<file path="src/hdl/ctmb_defs.vh">
// Purpose: constants of the transmit mailbox status block
// Assumes: byte addresses on the register port, 32-bit data
// Notes: definitions only
`ifndef CTMB_DEFS_VH
`define CTMB_DEFS_VH

// ==========================================================
// register offsets
`define CTMB_ADDR_W 10
`define CTMB_CTRL_OFF 10'h004
`define CTMB_TSTS_OFF 10'h008
`define CTMB_IRQ_STS_OFF 10'h010
`define CTMB_IRQ_CLR_OFF 10'h014
`define CTMB_IRQ_EN_OFF 10'h018

// ==========================================================
// status register fields
`define CTMB_LP_POS 29
`define CTMB_EMPTY_POS 26
`define CTMB_MNR_POS 24
`define CTMB_MB_STRIDE 8
`define CTMB_CANCEL_POS 7
`define CTMB_ERR_POS 3
`define CTMB_ARB_POS 2
`define CTMB_SUCC_POS 1
`define CTMB_CMPL_POS 0

// ==========================================================
// control register field, reset values and age limit
`define CTMB_ORDER_POS 2
`define CTMB_ORDER_RST 1'h0
`define CTMB_MNR_RST 2'h0
`define CTMB_AGE_MAX 2'h2

`endif

</file>
<file path="src/hdl/ctmb_tx_status.v">
// Purpose: transmit mailbox status register of a CAN controller
// Assumes: engine events are one-cycle pulses synchronous to mclk
// Notes: register port reads answer one cycle after the strobe
`timescale 1ns/1ns
`default_nettype none
`include "ctmb_defs.vh"

module ctmb_tx_status #(
    parameter ID_W = 29
) (
    input wire mclk,
    input wire rstn,
    input wire [`CTMB_ADDR_W-1:0] regAddr,
    input wire [31:0] regWrData,
    input wire regWrEn,
    input wire regRdEn,
    output reg [31:0] regRdData_ff,
    input wire [2:0] newReq,
    input wire [ID_W-1:0] reqId0,
    input wire [ID_W-1:0] reqId1,
    input wire [ID_W-1:0] reqId2,
    input wire [2:0] txStart,
    input wire [2:0] txSuccess,
    input wire [2:0] txArbLost,
    input wire [2:0] txError,
    input wire [2:0] txRelease,
    output wire [2:0] cancelReq,
    output wire [2:0] mboxPending,
    output wire orderByReq,
    output wire irq
);

// ==========================================================
// reset release
reg rstMeta_ff;
reg rstSyncN;

always @(posedge mclk or negedge rstn) begin
    if (!rstn) begin
        rstMeta_ff <= 1'b0;
        rstSyncN <= 1'b0;
    end else begin
        rstMeta_ff <= 1'b1;
        rstSyncN <= rstMeta_ff;
    end
end

// ==========================================================
// register decode
wire wrCtrl;
wire wrTsts;
wire wrIrqClr;
wire wrIrqEn;

assign wrCtrl = regWrEn & (regAddr == `CTMB_CTRL_OFF);
assign wrTsts = regWrEn & (regAddr == `CTMB_TSTS_OFF);
assign wrIrqClr = regWrEn & (regAddr == `CTMB_IRQ_CLR_OFF);
assign wrIrqEn = regWrEn & (regAddr == `CTMB_IRQ_EN_OFF);

// ==========================================================
// control register
reg orderRule_ff;

always @(posedge mclk or negedge rstSyncN) begin
    if (!rstSyncN) begin
        orderRule_ff <= `CTMB_ORDER_RST;
    end else if (wrCtrl) begin
        orderRule_ff <= regWrData[`CTMB_ORDER_POS];
    end
end

assign orderByReq = orderRule_ff;

// ==========================================================
// identifiers latched at request time
reg [ID_W-1:0] id0_ff;
reg [ID_W-1:0] id1_ff;
reg [ID_W-1:0] id2_ff;

always @(posedge mclk or negedge rstSyncN) begin
    if (!rstSyncN) begin
        id0_ff <= {ID_W{1'b0}};
        id1_ff <= {ID_W{1'b0}};
        id2_ff <= {ID_W{1'b0}};
    end else begin
        if (newReq[0]) begin
            id0_ff <= reqId0;
        end
        if (newReq[1]) begin
            id1_ff <= reqId1;
        end
        if (newReq[2]) begin
            id2_ff <= reqId2;
        end
    end
end

// ==========================================================
// per-mailbox flags
wire [2:0] pendingW;
wire [2:0] cancelW;
wire [2:0] cmplW;
wire [2:0] succW;
wire [2:0] arbW;
wire [2:0] errW;
wire [2:0] cmplEvent;

genvar gi;
generate
    for (gi = 0; gi < 3; gi = gi + 1) begin : gMbox
        // zero bits of the write leave every flag alone
        ctmb_mbox_flags uFlags (
            .mclk(mclk),
            .rstSyncN(rstSyncN),
            .newReq(newReq[gi]),
            .txStart(txStart[gi]),
            .txSuccess(txSuccess[gi]),
            .txArbLost(txArbLost[gi]),
            .txError(txError[gi]),
            .txRelease(txRelease[gi]),
            .swCancelSet(wrTsts & regWrData[gi*`CTMB_MB_STRIDE+`CTMB_CANCEL_POS]),
            .swClrCmpl(wrTsts & regWrData[gi*`CTMB_MB_STRIDE+`CTMB_CMPL_POS]),
            .swClrSucc(wrTsts & regWrData[gi*`CTMB_MB_STRIDE+`CTMB_SUCC_POS]),
            .swClrArb(wrTsts & regWrData[gi*`CTMB_MB_STRIDE+`CTMB_ARB_POS]),
            .swClrErr(wrTsts & regWrData[gi*`CTMB_MB_STRIDE+`CTMB_ERR_POS]),
            .pending_ff(pendingW[gi]),
            .cancel_ff(cancelW[gi]),
            .cmpl_ff(cmplW[gi]),
            .succ_ff(succW[gi]),
            .arb_ff(arbW[gi]),
            .err_ff(errW[gi]),
            .cmplEvent(cmplEvent[gi])
        );
    end
endgenerate

assign cancelReq = cancelW;
assign mboxPending = pendingW;

// ==========================================================
// request-order ages
// age 0 is the newest request; older pending mailboxes count up
reg [1:0] age0_ff;
reg [1:0] age1_ff;
reg [1:0] age2_ff;
wire anyNew;

assign anyNew = |newReq;

function [1:0] nextAge;
    input [1:0] age;
    input isNew;
    input isPend;
    input bump;
    begin
        if (isNew) begin
            nextAge = 2'h0;
        end else if (isPend & bump & (age < `CTMB_AGE_MAX)) begin
            nextAge = age + 2'h1;
        end else begin
            nextAge = age;
        end
    end
endfunction

always @(posedge mclk or negedge rstSyncN) begin
    if (!rstSyncN) begin
        age0_ff <= 2'h0;
        age1_ff <= 2'h0;
        age2_ff <= 2'h0;
    end else begin
        age0_ff <= nextAge(age0_ff, newReq[0], pendingW[0], anyNew);
        age1_ff <= nextAge(age1_ff, newReq[1], pendingW[1], anyNew);
        age2_ff <= nextAge(age2_ff, newReq[2], pendingW[2], anyNew);
    end
end

// ==========================================================
// priority ranking
wire [2:0] lowestPrio;
wire [1:0] lowestIdx;

ctmb_prio_rank #(
    .ID_W(ID_W)
) uRank (
    .pending(pendingW),
    .id0(id0_ff),
    .id1(id1_ff),
    .id2(id2_ff),
    .age0(age0_ff),
    .age1(age1_ff),
    .age2(age2_ff),
    .orderByReq(orderRule_ff),
    .lowestOneHot(lowestPrio),
    .lowestIdx(lowestIdx)
);

// ==========================================================
// mailbox number field
wire [2:0] emptyW;
reg [1:0] mailboxNumber;

assign emptyW = ~pendingW;

always @* begin
    mailboxNumber = `CTMB_MNR_RST;
    if (emptyW[0]) begin
        mailboxNumber = 2'h0;
    end else if (emptyW[1]) begin
        mailboxNumber = 2'h1;
    end else if (emptyW[2]) begin
        mailboxNumber = 2'h2;
    end else begin
        mailboxNumber = lowestIdx;
    end
end

// ==========================================================
// status word
reg [31:0] tstsWord;
integer mi;

always @* begin
    tstsWord = 32'h0;
    tstsWord[`CTMB_LP_POS+2:`CTMB_LP_POS] = lowestPrio;
    tstsWord[`CTMB_EMPTY_POS+2:`CTMB_EMPTY_POS] = emptyW;
    tstsWord[`CTMB_MNR_POS+1:`CTMB_MNR_POS] = mailboxNumber;
    for (mi = 0; mi < 3; mi = mi + 1) begin
        tstsWord[mi*`CTMB_MB_STRIDE+`CTMB_CANCEL_POS] = cancelW[mi];
        tstsWord[mi*`CTMB_MB_STRIDE+`CTMB_ERR_POS] = errW[mi];
        tstsWord[mi*`CTMB_MB_STRIDE+`CTMB_ARB_POS] = arbW[mi];
        tstsWord[mi*`CTMB_MB_STRIDE+`CTMB_SUCC_POS] = succW[mi];
        tstsWord[mi*`CTMB_MB_STRIDE+`CTMB_CMPL_POS] = cmplW[mi];
    end
end

// ==========================================================
// interrupt: completion events per mailbox
reg [2:0] irqSts_ff;
reg [2:0] irqEn_ff;
wire [2:0] nxt_irqSts;

// a completion landing with its clear stays visible
assign nxt_irqSts = cmplEvent | (irqSts_ff & ~({3{wrIrqClr}} & regWrData[2:0]));

always @(posedge mclk or negedge rstSyncN) begin
    if (!rstSyncN) begin
        irqSts_ff <= 3'h0;
        irqEn_ff <= 3'h0;
    end else begin
        irqSts_ff <= nxt_irqSts;
        if (wrIrqEn) begin
            irqEn_ff <= regWrData[2:0];
        end
    end
end

assign irq = |(irqSts_ff & irqEn_ff);

// ==========================================================
// read port
reg [31:0] nxt_rdData;

always @* begin
    nxt_rdData = 32'h0;
    case (regAddr)
        `CTMB_CTRL_OFF: begin
            nxt_rdData[`CTMB_ORDER_POS] = orderRule_ff;
        end
        `CTMB_TSTS_OFF: begin
            nxt_rdData = tstsWord;
        end
        `CTMB_IRQ_STS_OFF: begin
            nxt_rdData[2:0] = irqSts_ff;
        end
        `CTMB_IRQ_EN_OFF: begin
            nxt_rdData[2:0] = irqEn_ff;
        end
        default: begin
            nxt_rdData = 32'h0;
        end
    endcase
end

// data holds only in the cycle after the strobe
always @(posedge mclk or negedge rstSyncN) begin
    if (!rstSyncN) begin
        regRdData_ff <= 32'h0;
    end else if (regRdEn) begin
        regRdData_ff <= nxt_rdData;
    end else begin
        regRdData_ff <= 32'h0;
    end
end

endmodule // ctmb_tx_status

`default_nettype wire

</file>
<file path="src/hdl/ctmb_mbox_flags.v">
// Purpose: per-mailbox pending state, cancel bit and outcome flags
// Assumes: engine event inputs are one-cycle pulses; the sw inputs are register write strobes
// Notes: every hardware set wins over a clear in the same cycle
`timescale 1ns/1ns
`default_nettype none

module ctmb_mbox_flags (
    input wire mclk,
    input wire rstSyncN,
    input wire newReq,
    input wire txStart,
    input wire txSuccess,
    input wire txArbLost,
    input wire txError,
    input wire txRelease,
    input wire swCancelSet,
    input wire swClrCmpl,
    input wire swClrSucc,
    input wire swClrArb,
    input wire swClrErr,
    output reg pending_ff,
    output reg cancel_ff,
    output reg cmpl_ff,
    output reg succ_ff,
    output reg arb_ff,
    output reg err_ff,
    output wire cmplEvent
);

// ==========================================================
// next state
wire endMsg;
wire cmplClr;
wire cmplClearing;
wire nxt_pending;
wire nxt_cancel;
wire nxt_cmpl;
wire nxt_succ;
wire nxt_arb;
wire nxt_err;

assign endMsg = txSuccess | txRelease;
assign cmplEvent = endMsg;
assign cmplClr = swClrCmpl | newReq;
assign cmplClearing = cmpl_ff & cmplClr & ~endMsg;
assign nxt_pending = newReq | (pending_ff & ~endMsg);
// free mailbox ignores the set; cleared once the message is gone
assign nxt_cancel = (swCancelSet & pending_ff & ~endMsg) | (cancel_ff & pending_ff & ~endMsg);
assign nxt_cmpl = endMsg | (cmpl_ff & ~cmplClr);
assign nxt_succ = txSuccess | (succ_ff & ~(txArbLost | txError | swClrSucc | cmplClearing));
assign nxt_arb = txArbLost | (arb_ff & ~(txStart | swClrArb | cmplClearing));
assign nxt_err = txError | (err_ff & ~(txStart | swClrErr | cmplClearing));

// ==========================================================
// flops
always @(posedge mclk or negedge rstSyncN) begin
    if (!rstSyncN) begin
        pending_ff <= 1'h0;
        cancel_ff <= 1'h0;
        cmpl_ff <= 1'h0;
        succ_ff <= 1'h0;
        arb_ff <= 1'h0;
        err_ff <= 1'h0;
    end else begin
        pending_ff <= nxt_pending;
        cancel_ff <= nxt_cancel;
        cmpl_ff <= nxt_cmpl;
        succ_ff <= nxt_succ;
        arb_ff <= nxt_arb;
        err_ff <= nxt_err;
    end
end

endmodule // ctmb_mbox_flags

`default_nettype wire

</file>
<file path="src/hdl/ctmb_prio_rank.v">
// Purpose: finds the pending mailbox that would be sent last
// Assumes: ages are distinct among pending mailboxes
// Notes: equal keys fall back to the higher mailbox index ranking last
`timescale 1ns/1ns
`default_nettype none

module ctmb_prio_rank #(
    parameter ID_W = 29
) (
    input wire [2:0] pending,
    input wire [ID_W-1:0] id0,
    input wire [ID_W-1:0] id1,
    input wire [ID_W-1:0] id2,
    input wire [1:0] age0,
    input wire [1:0] age1,
    input wire [1:0] age2,
    input wire orderByReq,
    output reg [2:0] lowestOneHot,
    output reg [1:0] lowestIdx
);

// ==========================================================
// ranking
// true when mailbox m ranks below mailbox n
function ranksBelow;
    input [ID_W-1:0] idM;
    input [ID_W-1:0] idN;
    input [1:0] ageM;
    input [1:0] ageN;
    input mGreater;
    input byReq;
    begin
        if (byReq) begin
            ranksBelow = (ageM < ageN) | ((ageM == ageN) & mGreater);
        end else begin
            ranksBelow = (idM > idN) | ((idM == idN) & mGreater);
        end
    end
endfunction

wire b01;
wire b02;
wire b10;
wire b12;
wire b20;
wire b21;
wire [2:0] lowestAny;

assign b01 = ranksBelow(id0, id1, age0, age1, 1'b0, orderByReq);
assign b02 = ranksBelow(id0, id2, age0, age2, 1'b0, orderByReq);
assign b10 = ranksBelow(id1, id0, age1, age0, 1'b1, orderByReq);
assign b12 = ranksBelow(id1, id2, age1, age2, 1'b0, orderByReq);
assign b20 = ranksBelow(id2, id0, age2, age0, 1'b1, orderByReq);
assign b21 = ranksBelow(id2, id1, age2, age1, 1'b1, orderByReq);

assign lowestAny[0] = pending[0] & (~pending[1] | b01) & (~pending[2] | b02);
assign lowestAny[1] = pending[1] & (~pending[0] | b10) & (~pending[2] | b12);
assign lowestAny[2] = pending[2] & (~pending[0] | b20) & (~pending[1] | b21);

always @* begin
    lowestOneHot = 3'h0;
    lowestIdx = 2'h0;
    // only meaningful with two or more pending
    if ((pending[0] & pending[1]) | (pending[0] & pending[2]) | (pending[1] & pending[2])) begin
        lowestOneHot = lowestAny;
    end
    if (lowestAny[2]) begin
        lowestIdx = 2'h2;
    end else if (lowestAny[1]) begin
        lowestIdx = 2'h1;
    end
end

endmodule // ctmb_prio_rank

`default_nettype wire

</file>
<file path="config.mk">
export PLATFORM = sky130hd
export DESIGN_NAME = ctmb_tx_status
export DESIGN_NICKNAME = d
export VERILOG_FILES = /design/src/hdl/ctmb_tx_status.v /design/src/hdl/ctmb_mbox_flags.v /design/src/hdl/ctmb_prio_rank.v
export VERILOG_INCLUDE_DIRS = /design/src /design/src/hdl
export SDC_FILE = /design/constraint.sdc
export NUM_CORES = 1
export LEC_CHECK = 0
export BUFFER_PORTS_ARGS = -buffer_cell sky130_fd_sc_hd__buf_2
export CAP_MARGIN = 10
export CELL_PAD_IN_SITES_DETAIL_PLACEMENT = 1
export CELL_PAD_IN_SITES_GLOBAL_PLACEMENT = 2
export CORE_MARGIN = 4
export CORE_UTILIZATION = 38
export CTS_BUF_LIST = sky130_fd_sc_hd__clkbuf_8
export DETAILED_ROUTE_END_ITERATION = 8
export PLACE_DENSITY_LB_ADDON = 0.1
export SLEW_MARGIN = 20
export SYNTH_ARGS = -nofsm -noshare
export SYNTH_HDL_FRONTEND = slang
export SYNTH_HIERARCHICAL = 1
export SYNTH_SLANG_ARGS = --single-unit
</file>
<file path="constraint.sdc">
create_clock -name mclk -period 9 [get_ports mclk]
set_clock_uncertainty 0.1 [all_clocks]
set_input_delay 0.9 -clock mclk [delete_from_list [all_inputs] [get_ports mclk]]
set_output_delay 0.9 -clock mclk [all_outputs]
set_load 0.005 [all_outputs]
</file>
==> results.ini, run 1 <==
[yosys]
synth_edf_count = 0
ys_types = 61
synth_fa_ha_area_share_pct = 14.38
synth.top_cell.area_share_pct = 44.21
synth_ff_type = dfrtp_1
syn_area_mm2 = 0.008094
ys_warn_count = 6
yosysTopAreaCell = dfrtp_1
synth_seq_cells = 143
synthMuxAreaShare_pct = 13.22
async_reset_ff_share_pct = 100.0
synth.yosys.seq_area_share_pct = 44.21
synth_xor_area_share_pct = 0
syn_area_per_cell_um2 = 11.04
synth_simple_gate_area_share_pct = 11.52
synth-compound-area-share_pct = 10.91
synth_top_family_by_area = adder cells
synth_area_leaders = dfrtp_1, ha_1, mux2_2
synth_cells = 733

[die]
start_util_pct = 38.63
die_w_um = 153.9
rows = 53
num_io_pins = 191
die_h_um = 153.9
core_mm2 = 0.02096
die_area_mm2 = 0.02370

[place]
dp_hpwl_mm = 16.49
globalplace.congestion = 0.8711
io_buffers = 164
preCtsSetupSlack_ns = 6.024

[sta]
drv_slew = 0
fin_hold_ws_ns = 0.1071
tightest_slew_ns = 1.030
rsz0062_at_grt = false
hold_viol = 0
setup_ws_ns = 6.080
setup_viol = 0
relSlewSlack_pct = 31.32
period_minus_slack_ns = 2.920
finalSetupTns_ns = 0
finalCritPeriodShare_pct = 32.44
clock.fmax_mhz = 342.5

[worst_setup_path]
cp-end-kind = flip-flop
startpoint_type = flip-flop
cp_max_fo = 2
crit_path_top_delay_cell = a2111oi_1
worstPathRequired_ns = 9.23
path_cells = inv_1 -> ha_1 -> a21o_1 -> a21o_1 -> a2111oi_1 -> nand3_1 -> o221ai_1 -> a21oi_1 -> nand2_1 -> nand2_1 -> and3_1
arrival_ns = 3.15
crit_type = reg2reg
cpPeakStageDelay_ns = 0.75

[routing]
ant_nets = 0
drtIter0Drc = 111
first_pass_iters = 6
drc = 0
routed_wl_mm = 21.65
wire_per_inst_um = 18.22
viasPerCell = 5.107
via_count = 6067

[global_route]
grt_pass1_vias = 6928
grt_max_degree = 74
antenna_found_initial = 0
track_usage_pct = 18.80
grt-ovfl-total = 0
grt_pass1_wl_mm = 35.97

[clock_tree]
cts_tree = built
cts.sinks = 143
numCtsBuffers = 17
clkTransAtPathRegs_ns = 0.08
hold_buffers = 0
clockBufferDepth = 2
cts_resized = 0
cts_setup_buffers = 0
htree_num_levels = 4
root_buffer = clkbuf_8
clkLatencyLatePin_ns = 0.44

[layout]
utilization_pct = 45.73
final_layout_size_suffix_gt1_share_pct = 33.95
antenna_cells = 0
areaGrowthSynthToFinish_pct = 18.40
num-fill-cells = 2421
layout.nets = 1144

[min_path]
hp-class = reg2async

[power]
powerDensity_mw_per_mm2 = 164.8
power.total_mw = 1.580
p_leak_nw = 4.821
vdd_ir_drop_max_mv = 0.07573

[status]
outcome = finished clean

[flow_run]
maxCapViolCount = 0

[routing by layer]
| metal | up-vias | part of all wire (%) | global-route usage, % |
|---|---|---|---|
| li1 | 2916 | - | - |
| met1 | 3014 | 44 | 23.01 |
| met2 | 116 | 51 | 33.49 |
| met3 | 21 | 4.0 | 4.025 |
| met4 | 0 | 1.3 | 5.130 |
| met5 | - | 0 | 0 |
[cell usage after synthesis, types with 6 or more instances]
library cell  count
inv_1            84
nand2_1          29
dfrtp_1         143
nand2b_1         10
nand4_1          15
and2_1           33
a21o_1           13
nor2_1           12
a31o_1            8
mux2_2           91
o211ai_1          8
nor3_1            8
nand3_1          13
o21ai_0          17
nor2b_1           6
ha_1             93
clkbuf_1         11
buf_4             9
a21oi_1          45
[stage by stage]
step	std cells	area, µm²
floorplan	741	8124
global placement	1155	9164
detailed placement	1155	9164
CTS	1187	9555
global route	1188	9583
finish	1188	9583
[power breakdown]
part	switching [mW]	internal [mW]	total [mW]
combinational	0.172	0.159	0.331
sequential	0.0436	0.689	0.732
clock	0.262	0.254	0.516
[cell usage in the layout (no fill, tap or decap), types with 10 or more instances in the layout]
cell type and instances:
a21o_1 13, a21oi_1 45, and2_1 33, buf_2 164, clkbuf_8 18, conb_1 10
dfrtp_1 142, ha_1 93, inv_1 87, mux2_2 91, nand2_1 29, nand2b_1 10
nand3_1 13, nand4_1 15, nor2_1 12, o21ai_0 17
[sequential cells by signal, summed over array words and instances (netlist names)]
register / cells
id1_ff: 29
irqSts_ff: 3
age0_ff: 2
gMbox.uFlags/cmpl_ff: 3
gMbox.uFlags/arb_ff: 3
age2_ff: 2
irqEn_ff: 3
id2_ff: 29
rstMeta_ff: 1
gMbox.uFlags/pending_ff: 3
age1_ff: 2
orderByReq: 1
gMbox.uFlags/cancel_ff: 3
gMbox.uFlags/err_ff: 3
id0_ff: 29
gMbox.uFlags/succ_ff: 3
rstSyncN: 1
regRdData_ff: 23
[kinds of logic after synthesis]
group / after synthesis
simple gates: 159
flops: 143
compound gates: 131
buf+inv: 111
mux: 94
fa+ha+maj: 93
other cells: 2
[path summary, 6_finish.rpt]
check	start	endpoint	slack, ns	cells after the start
min in group mclk	rstMeta_ff$_DFF_PN0_	rstSyncN$_DFF_PN0_	0.26	0
setup / recovery	id0_ff[26]$_DFFE_PN0P_	regRdData_ff[24]$_DFF_PN0_	6.08	11
max in group asynchronous	rstSyncN$_DFF_PN0_	regRdData_ff[11]$_DFF_PN0_	7.17	2
setup reg to reg	id0_ff[26]$_DFFE_PN0P_	regRdData_ff[24]$_DFF_PN0_	6.08	11
hold / removal	rstSyncN$_DFF_PN0_	id1_ff[26]$_DFFE_PN0P_	0.11	0
hold reg to reg	rstSyncN$_DFF_PN0_	id1_ff[26]$_DFFE_PN0P_	0.11	0
[critical path, delay by kind of cell (launching register included)]
family | cells | cell delay [ns]
buf+inv | 1 | 0.07
flops | 1 | 0.35
simple gates | 4 | 0.48
compound gates | 5 | 1.48
fa+ha+maj | 1 | 0.32
[area by class of cell]
| type | count | area [µm²] | share of cell area [%] |
|---|---|---|---|
| Inverter | 84 | 315.3 | 3.290 |
| Clock inverter | 14 | 143.9 | 1.502 |
| Tap cell | 275 | 344.1 | 3.591 |
| Sequential cell | 143 | 3582 | 37.38 |
| Multi-Input combinational cell | 487 | 4086 | 42.64 |
| Timing Repair Buffer | 167 | 863.3 | 9.009 |
| Clock buffer | 18 | 247.7 | 2.585 |
(Power assumes the default switching activity.)
==> inputs of run 2 (changes only) <==
--- a/config.mk
+++ b/config.mk
@@ -11,7 +11,7 @@
 export CELL_PAD_IN_SITES_DETAIL_PLACEMENT = 1
 export CELL_PAD_IN_SITES_GLOBAL_PLACEMENT = 2
 export CORE_MARGIN = 4
-export CORE_UTILIZATION = 38
+export CORE_UTILIZATION = 36
 export CTS_BUF_LIST = sky130_fd_sc_hd__clkbuf_8
 export DETAILED_ROUTE_END_ITERATION = 8
 export PLACE_DENSITY_LB_ADDON = 0.1
==> constraint.sdc (replaced) <==
create_clock -name mclk -period 2.8 [get_ports mclk]
set_clock_uncertainty 0.1 [all_clocks]
set_input_delay 0.28 -clock mclk [delete_from_list [all_inputs] [get_ports mclk]]
set_output_delay 0.28 -clock mclk [all_outputs]
set_load 0.005 [all_outputs]
==> results.ini, run 2 (same netlist as run 1, synthesis figures left out) <==
[status]
outcome = finished clean  ; unchanged

[worst_setup_path]
crit_type = reg2reg  ; unchanged
worstPathRequired_ns = 3.04  ; was 9.23 ns
crit_start = id0_ff[26]$_DFFE_PN0P_  ; unchanged
cp_max_fo = 2  ; unchanged
arrival_ns = 2.94  ; was 3.15 ns
startpoint_type = flip-flop  ; unchanged
r2r-start = id0_ff[26]$_DFFE_PN0P_  ; unchanged
cp-end-kind = flip-flop  ; unchanged

[clock_tree]
htree_num_levels = 4  ; unchanged
clockBufferDepth = 2  ; unchanged
cts_tree = built  ; unchanged
clkTransAtPathRegs_ns = 0.09  ; was 0.08 ns
root_buffer = clkbuf_8  ; unchanged
cts.sinks = 143  ; unchanged
numCtsBuffers = 17  ; unchanged
clkLatencyLatePin_ns = 0.45  ; was 0.44 ns

[global_route]
track_usage_pct = 19.55  ; was 18.80%
antenna_found_initial = 0  ; unchanged
grt_max_degree = 58  ; was 74
grt-ovfl-total = 0  ; unchanged
grt_pass1_wl_mm = 38.34  ; was 35.97 mm
grt_pass1_vias = 7442  ; was 6928

[sta]
setup_viol = 0  ; unchanged
drv_slew = 0  ; unchanged
tightest_slew_ns = 0.7480  ; was 1.030 ns
clock.fmax_mhz = 370.7  ; was 342.5 MHz
finalSetupTns_ns = 0  ; unchanged
fin_hold_ws_ns = 0.07703  ; was 0.1071 ns
relSlewSlack_pct = 50.13  ; was 31.32%
finalCritPeriodShare_pct = 96.33  ; was 32.44%
period_minus_slack_ns = 2.697  ; was 2.920 ns
hold_viol = 0  ; unchanged

[die]
die_area_mm2 = 0.02495  ; was 0.02370 mm²
die_w_um = 157.9  ; was 153.9 µm
rows = 54  ; was 53
core_mm2 = 0.02196  ; was 0.02096 mm²
start_util_pct = 36.86  ; was 38.63%
die_h_um = 157.9  ; was 153.9 µm
num_io_pins = 191  ; unchanged

[routing]
drc = 0  ; unchanged
drtIter0Drc = 199  ; was 111
routed_wl_mm = 23.89  ; was 21.65 mm
via_count = 6578  ; was 6067
first_pass_iters = 4  ; was 6
ant_nets = 0  ; unchanged
viasPerCell = 5.018  ; was 5.107
wire_per_inst_um = 18.22  ; about the same

[layout]
antenna_cells = 0  ; unchanged
post-route-cell-area_mm2 = 0.01081  ; was 0.009583 mm²
layout.nets = 1262  ; was 1144
utilization_pct = 49.23  ; was 45.73%
final_cell_mix = buf_2, dfrtp_1, dlygate4sd3_1, ha_1, mux2_2  ; was buf_2, dfrtp_1, ha_1, mux2_2, inv_1
final_layout_size_suffix_gt1_share_pct = 31.43  ; was 33.95%
top_regs = id0_ff (29), id1_ff (29), id2_ff (29)  ; unchanged
multiInputGateArea_mm2 = 0.004121  ; was 0.004086 mm²
layout_commonest_cell = buf_2  ; unchanged
num-fill-cells = 2414  ; was 2421
areaGrowthSynthToFinish_pct = 33.54  ; was 18.40%
regArea_mm2 = 0.003582  ; unchanged

[min_path]
hp-class = in2reg  ; was reg2async
hp-start = regWrData[7]

[power]
powerDensity_mw_per_mm2 = 489.7  ; was 164.8 mW/mm²
p_leak_nw = 5.347  ; was 4.821 nW
vdd_ir_drop_max_mv = 0.1993  ; was 0.07573 mV
power.total_mw = 5.293  ; was 1.580 mW

[place]
io_buffers = 164  ; unchanged
place_area_mm2 = 0.009303  ; was 0.009164 mm²
globalplace.congestion = 0.8666  ; was 0.8711
dp_hpwl_mm = 17.78  ; was 16.49 mm

[flow_run]
maxCapViolCount = 0  ; unchanged

-- run 2: cell count changes in the layout (fill, tap and decap cells not counted), moves of 2 or more --
cell,delta
buf_12,+4
inv_1,-2
inv_6,+3
dlygate4sd3_1,+107
buf_4,+8
-- run 2: final timing paths --
| path | slack [ns] | depth (start not counted) | end |
|---|---|---|---|
| max in group asynchronous | 1.61 | 1 | id0_ff[2]$_DFFE_PN0P_ |
| max reg2reg | 0.10 | 12 | regRdData_ff[24]$_DFF_PN0_ |
| min | 0.08 | 3 | gMbox[0].uFlags/cancel_ff$_DFF_PN0_ |
| min reg2reg | 0.26 | 0 | id2_ff[26]$_DFFE_PN0P_ |
| min in group asynchronous | 0.26 | 0 | id2_ff[26]$_DFFE_PN0P_ |
| max | 0.10 | 12 | regRdData_ff[24]$_DFF_PN0_ |
-- run 2: routing by layer --
| metal | track usage [%] | vias up | share of wire [%] | wire length, µm |
|---|---|---|---|---|
| li1 | - | 3153 | - | - |
| met1 | 23.59 | 3264 | 43 | 10340 |
| met2 | 35.57 | 138 | 52 | 12400 |
| met3 | 3.909 | 23 | 3.4 | 807 |
| met4 | 5.158 | 0 | 1.4 | 338 |
| met5 | 0 | - | 0 | 0 |
-- run 2: what timing repair did --
item                                   in CTS  in global routing
setup endpoints to repair                   1                  2
cloned                                      0                  0
gates resized for setup                     1                  3
buffers inserted                            0                  1
endpoints found under the hold margin     110                  0
hold buffers                              107                  0
pin swaps                                   0                  9
-- run 2: layout make-up --
cell class | instances | share of cell area [%]
Multi-Input combinational cell | 487 | 38.13
Tap cell | 280 | 3.241
Timing Repair Buffer | 285 | 18.94
Clock buffer | 17 | 2.165
Clock inverter | 15 | 1.470
Sequential cell | 143 | 33.14
Inverter | 84 | 2.917
-- run 2: per-stage QoR --
stage,std cells,setup WS (ns)
2_1_floorplan,741,0.3258
3_3_place_gp,1171,0.06385
3_5_place_dp,1171,0.05289
4_1_cts,1310,0.07144
5_1_grt,1311,-0.01597
6_report,1311,0.1027
-- run 2: worst max-delay path, stage by stage (launching register included) --
cell,delay (ns)
dfrtp_1,0.37
inv_1,0.08
ha_1,0.33
a21o_1,0.17
a21o_1,0.22
a2111oi_4,0.40
buf_4,0.18
nand3_1,0.10
o221ai_1,0.26
a21oi_1,0.07
nand2_1,0.07
nand2_1,0.05
and3_1,0.20
-- run 2: where the power goes --
part           total [mW]  internal (mW)  switching (mW)  leakage, nW
registers            2.36           2.21           0.145         1.73
logic                1.23          0.630           0.597         3.42
clock network        1.71          0.804           0.903        0.199
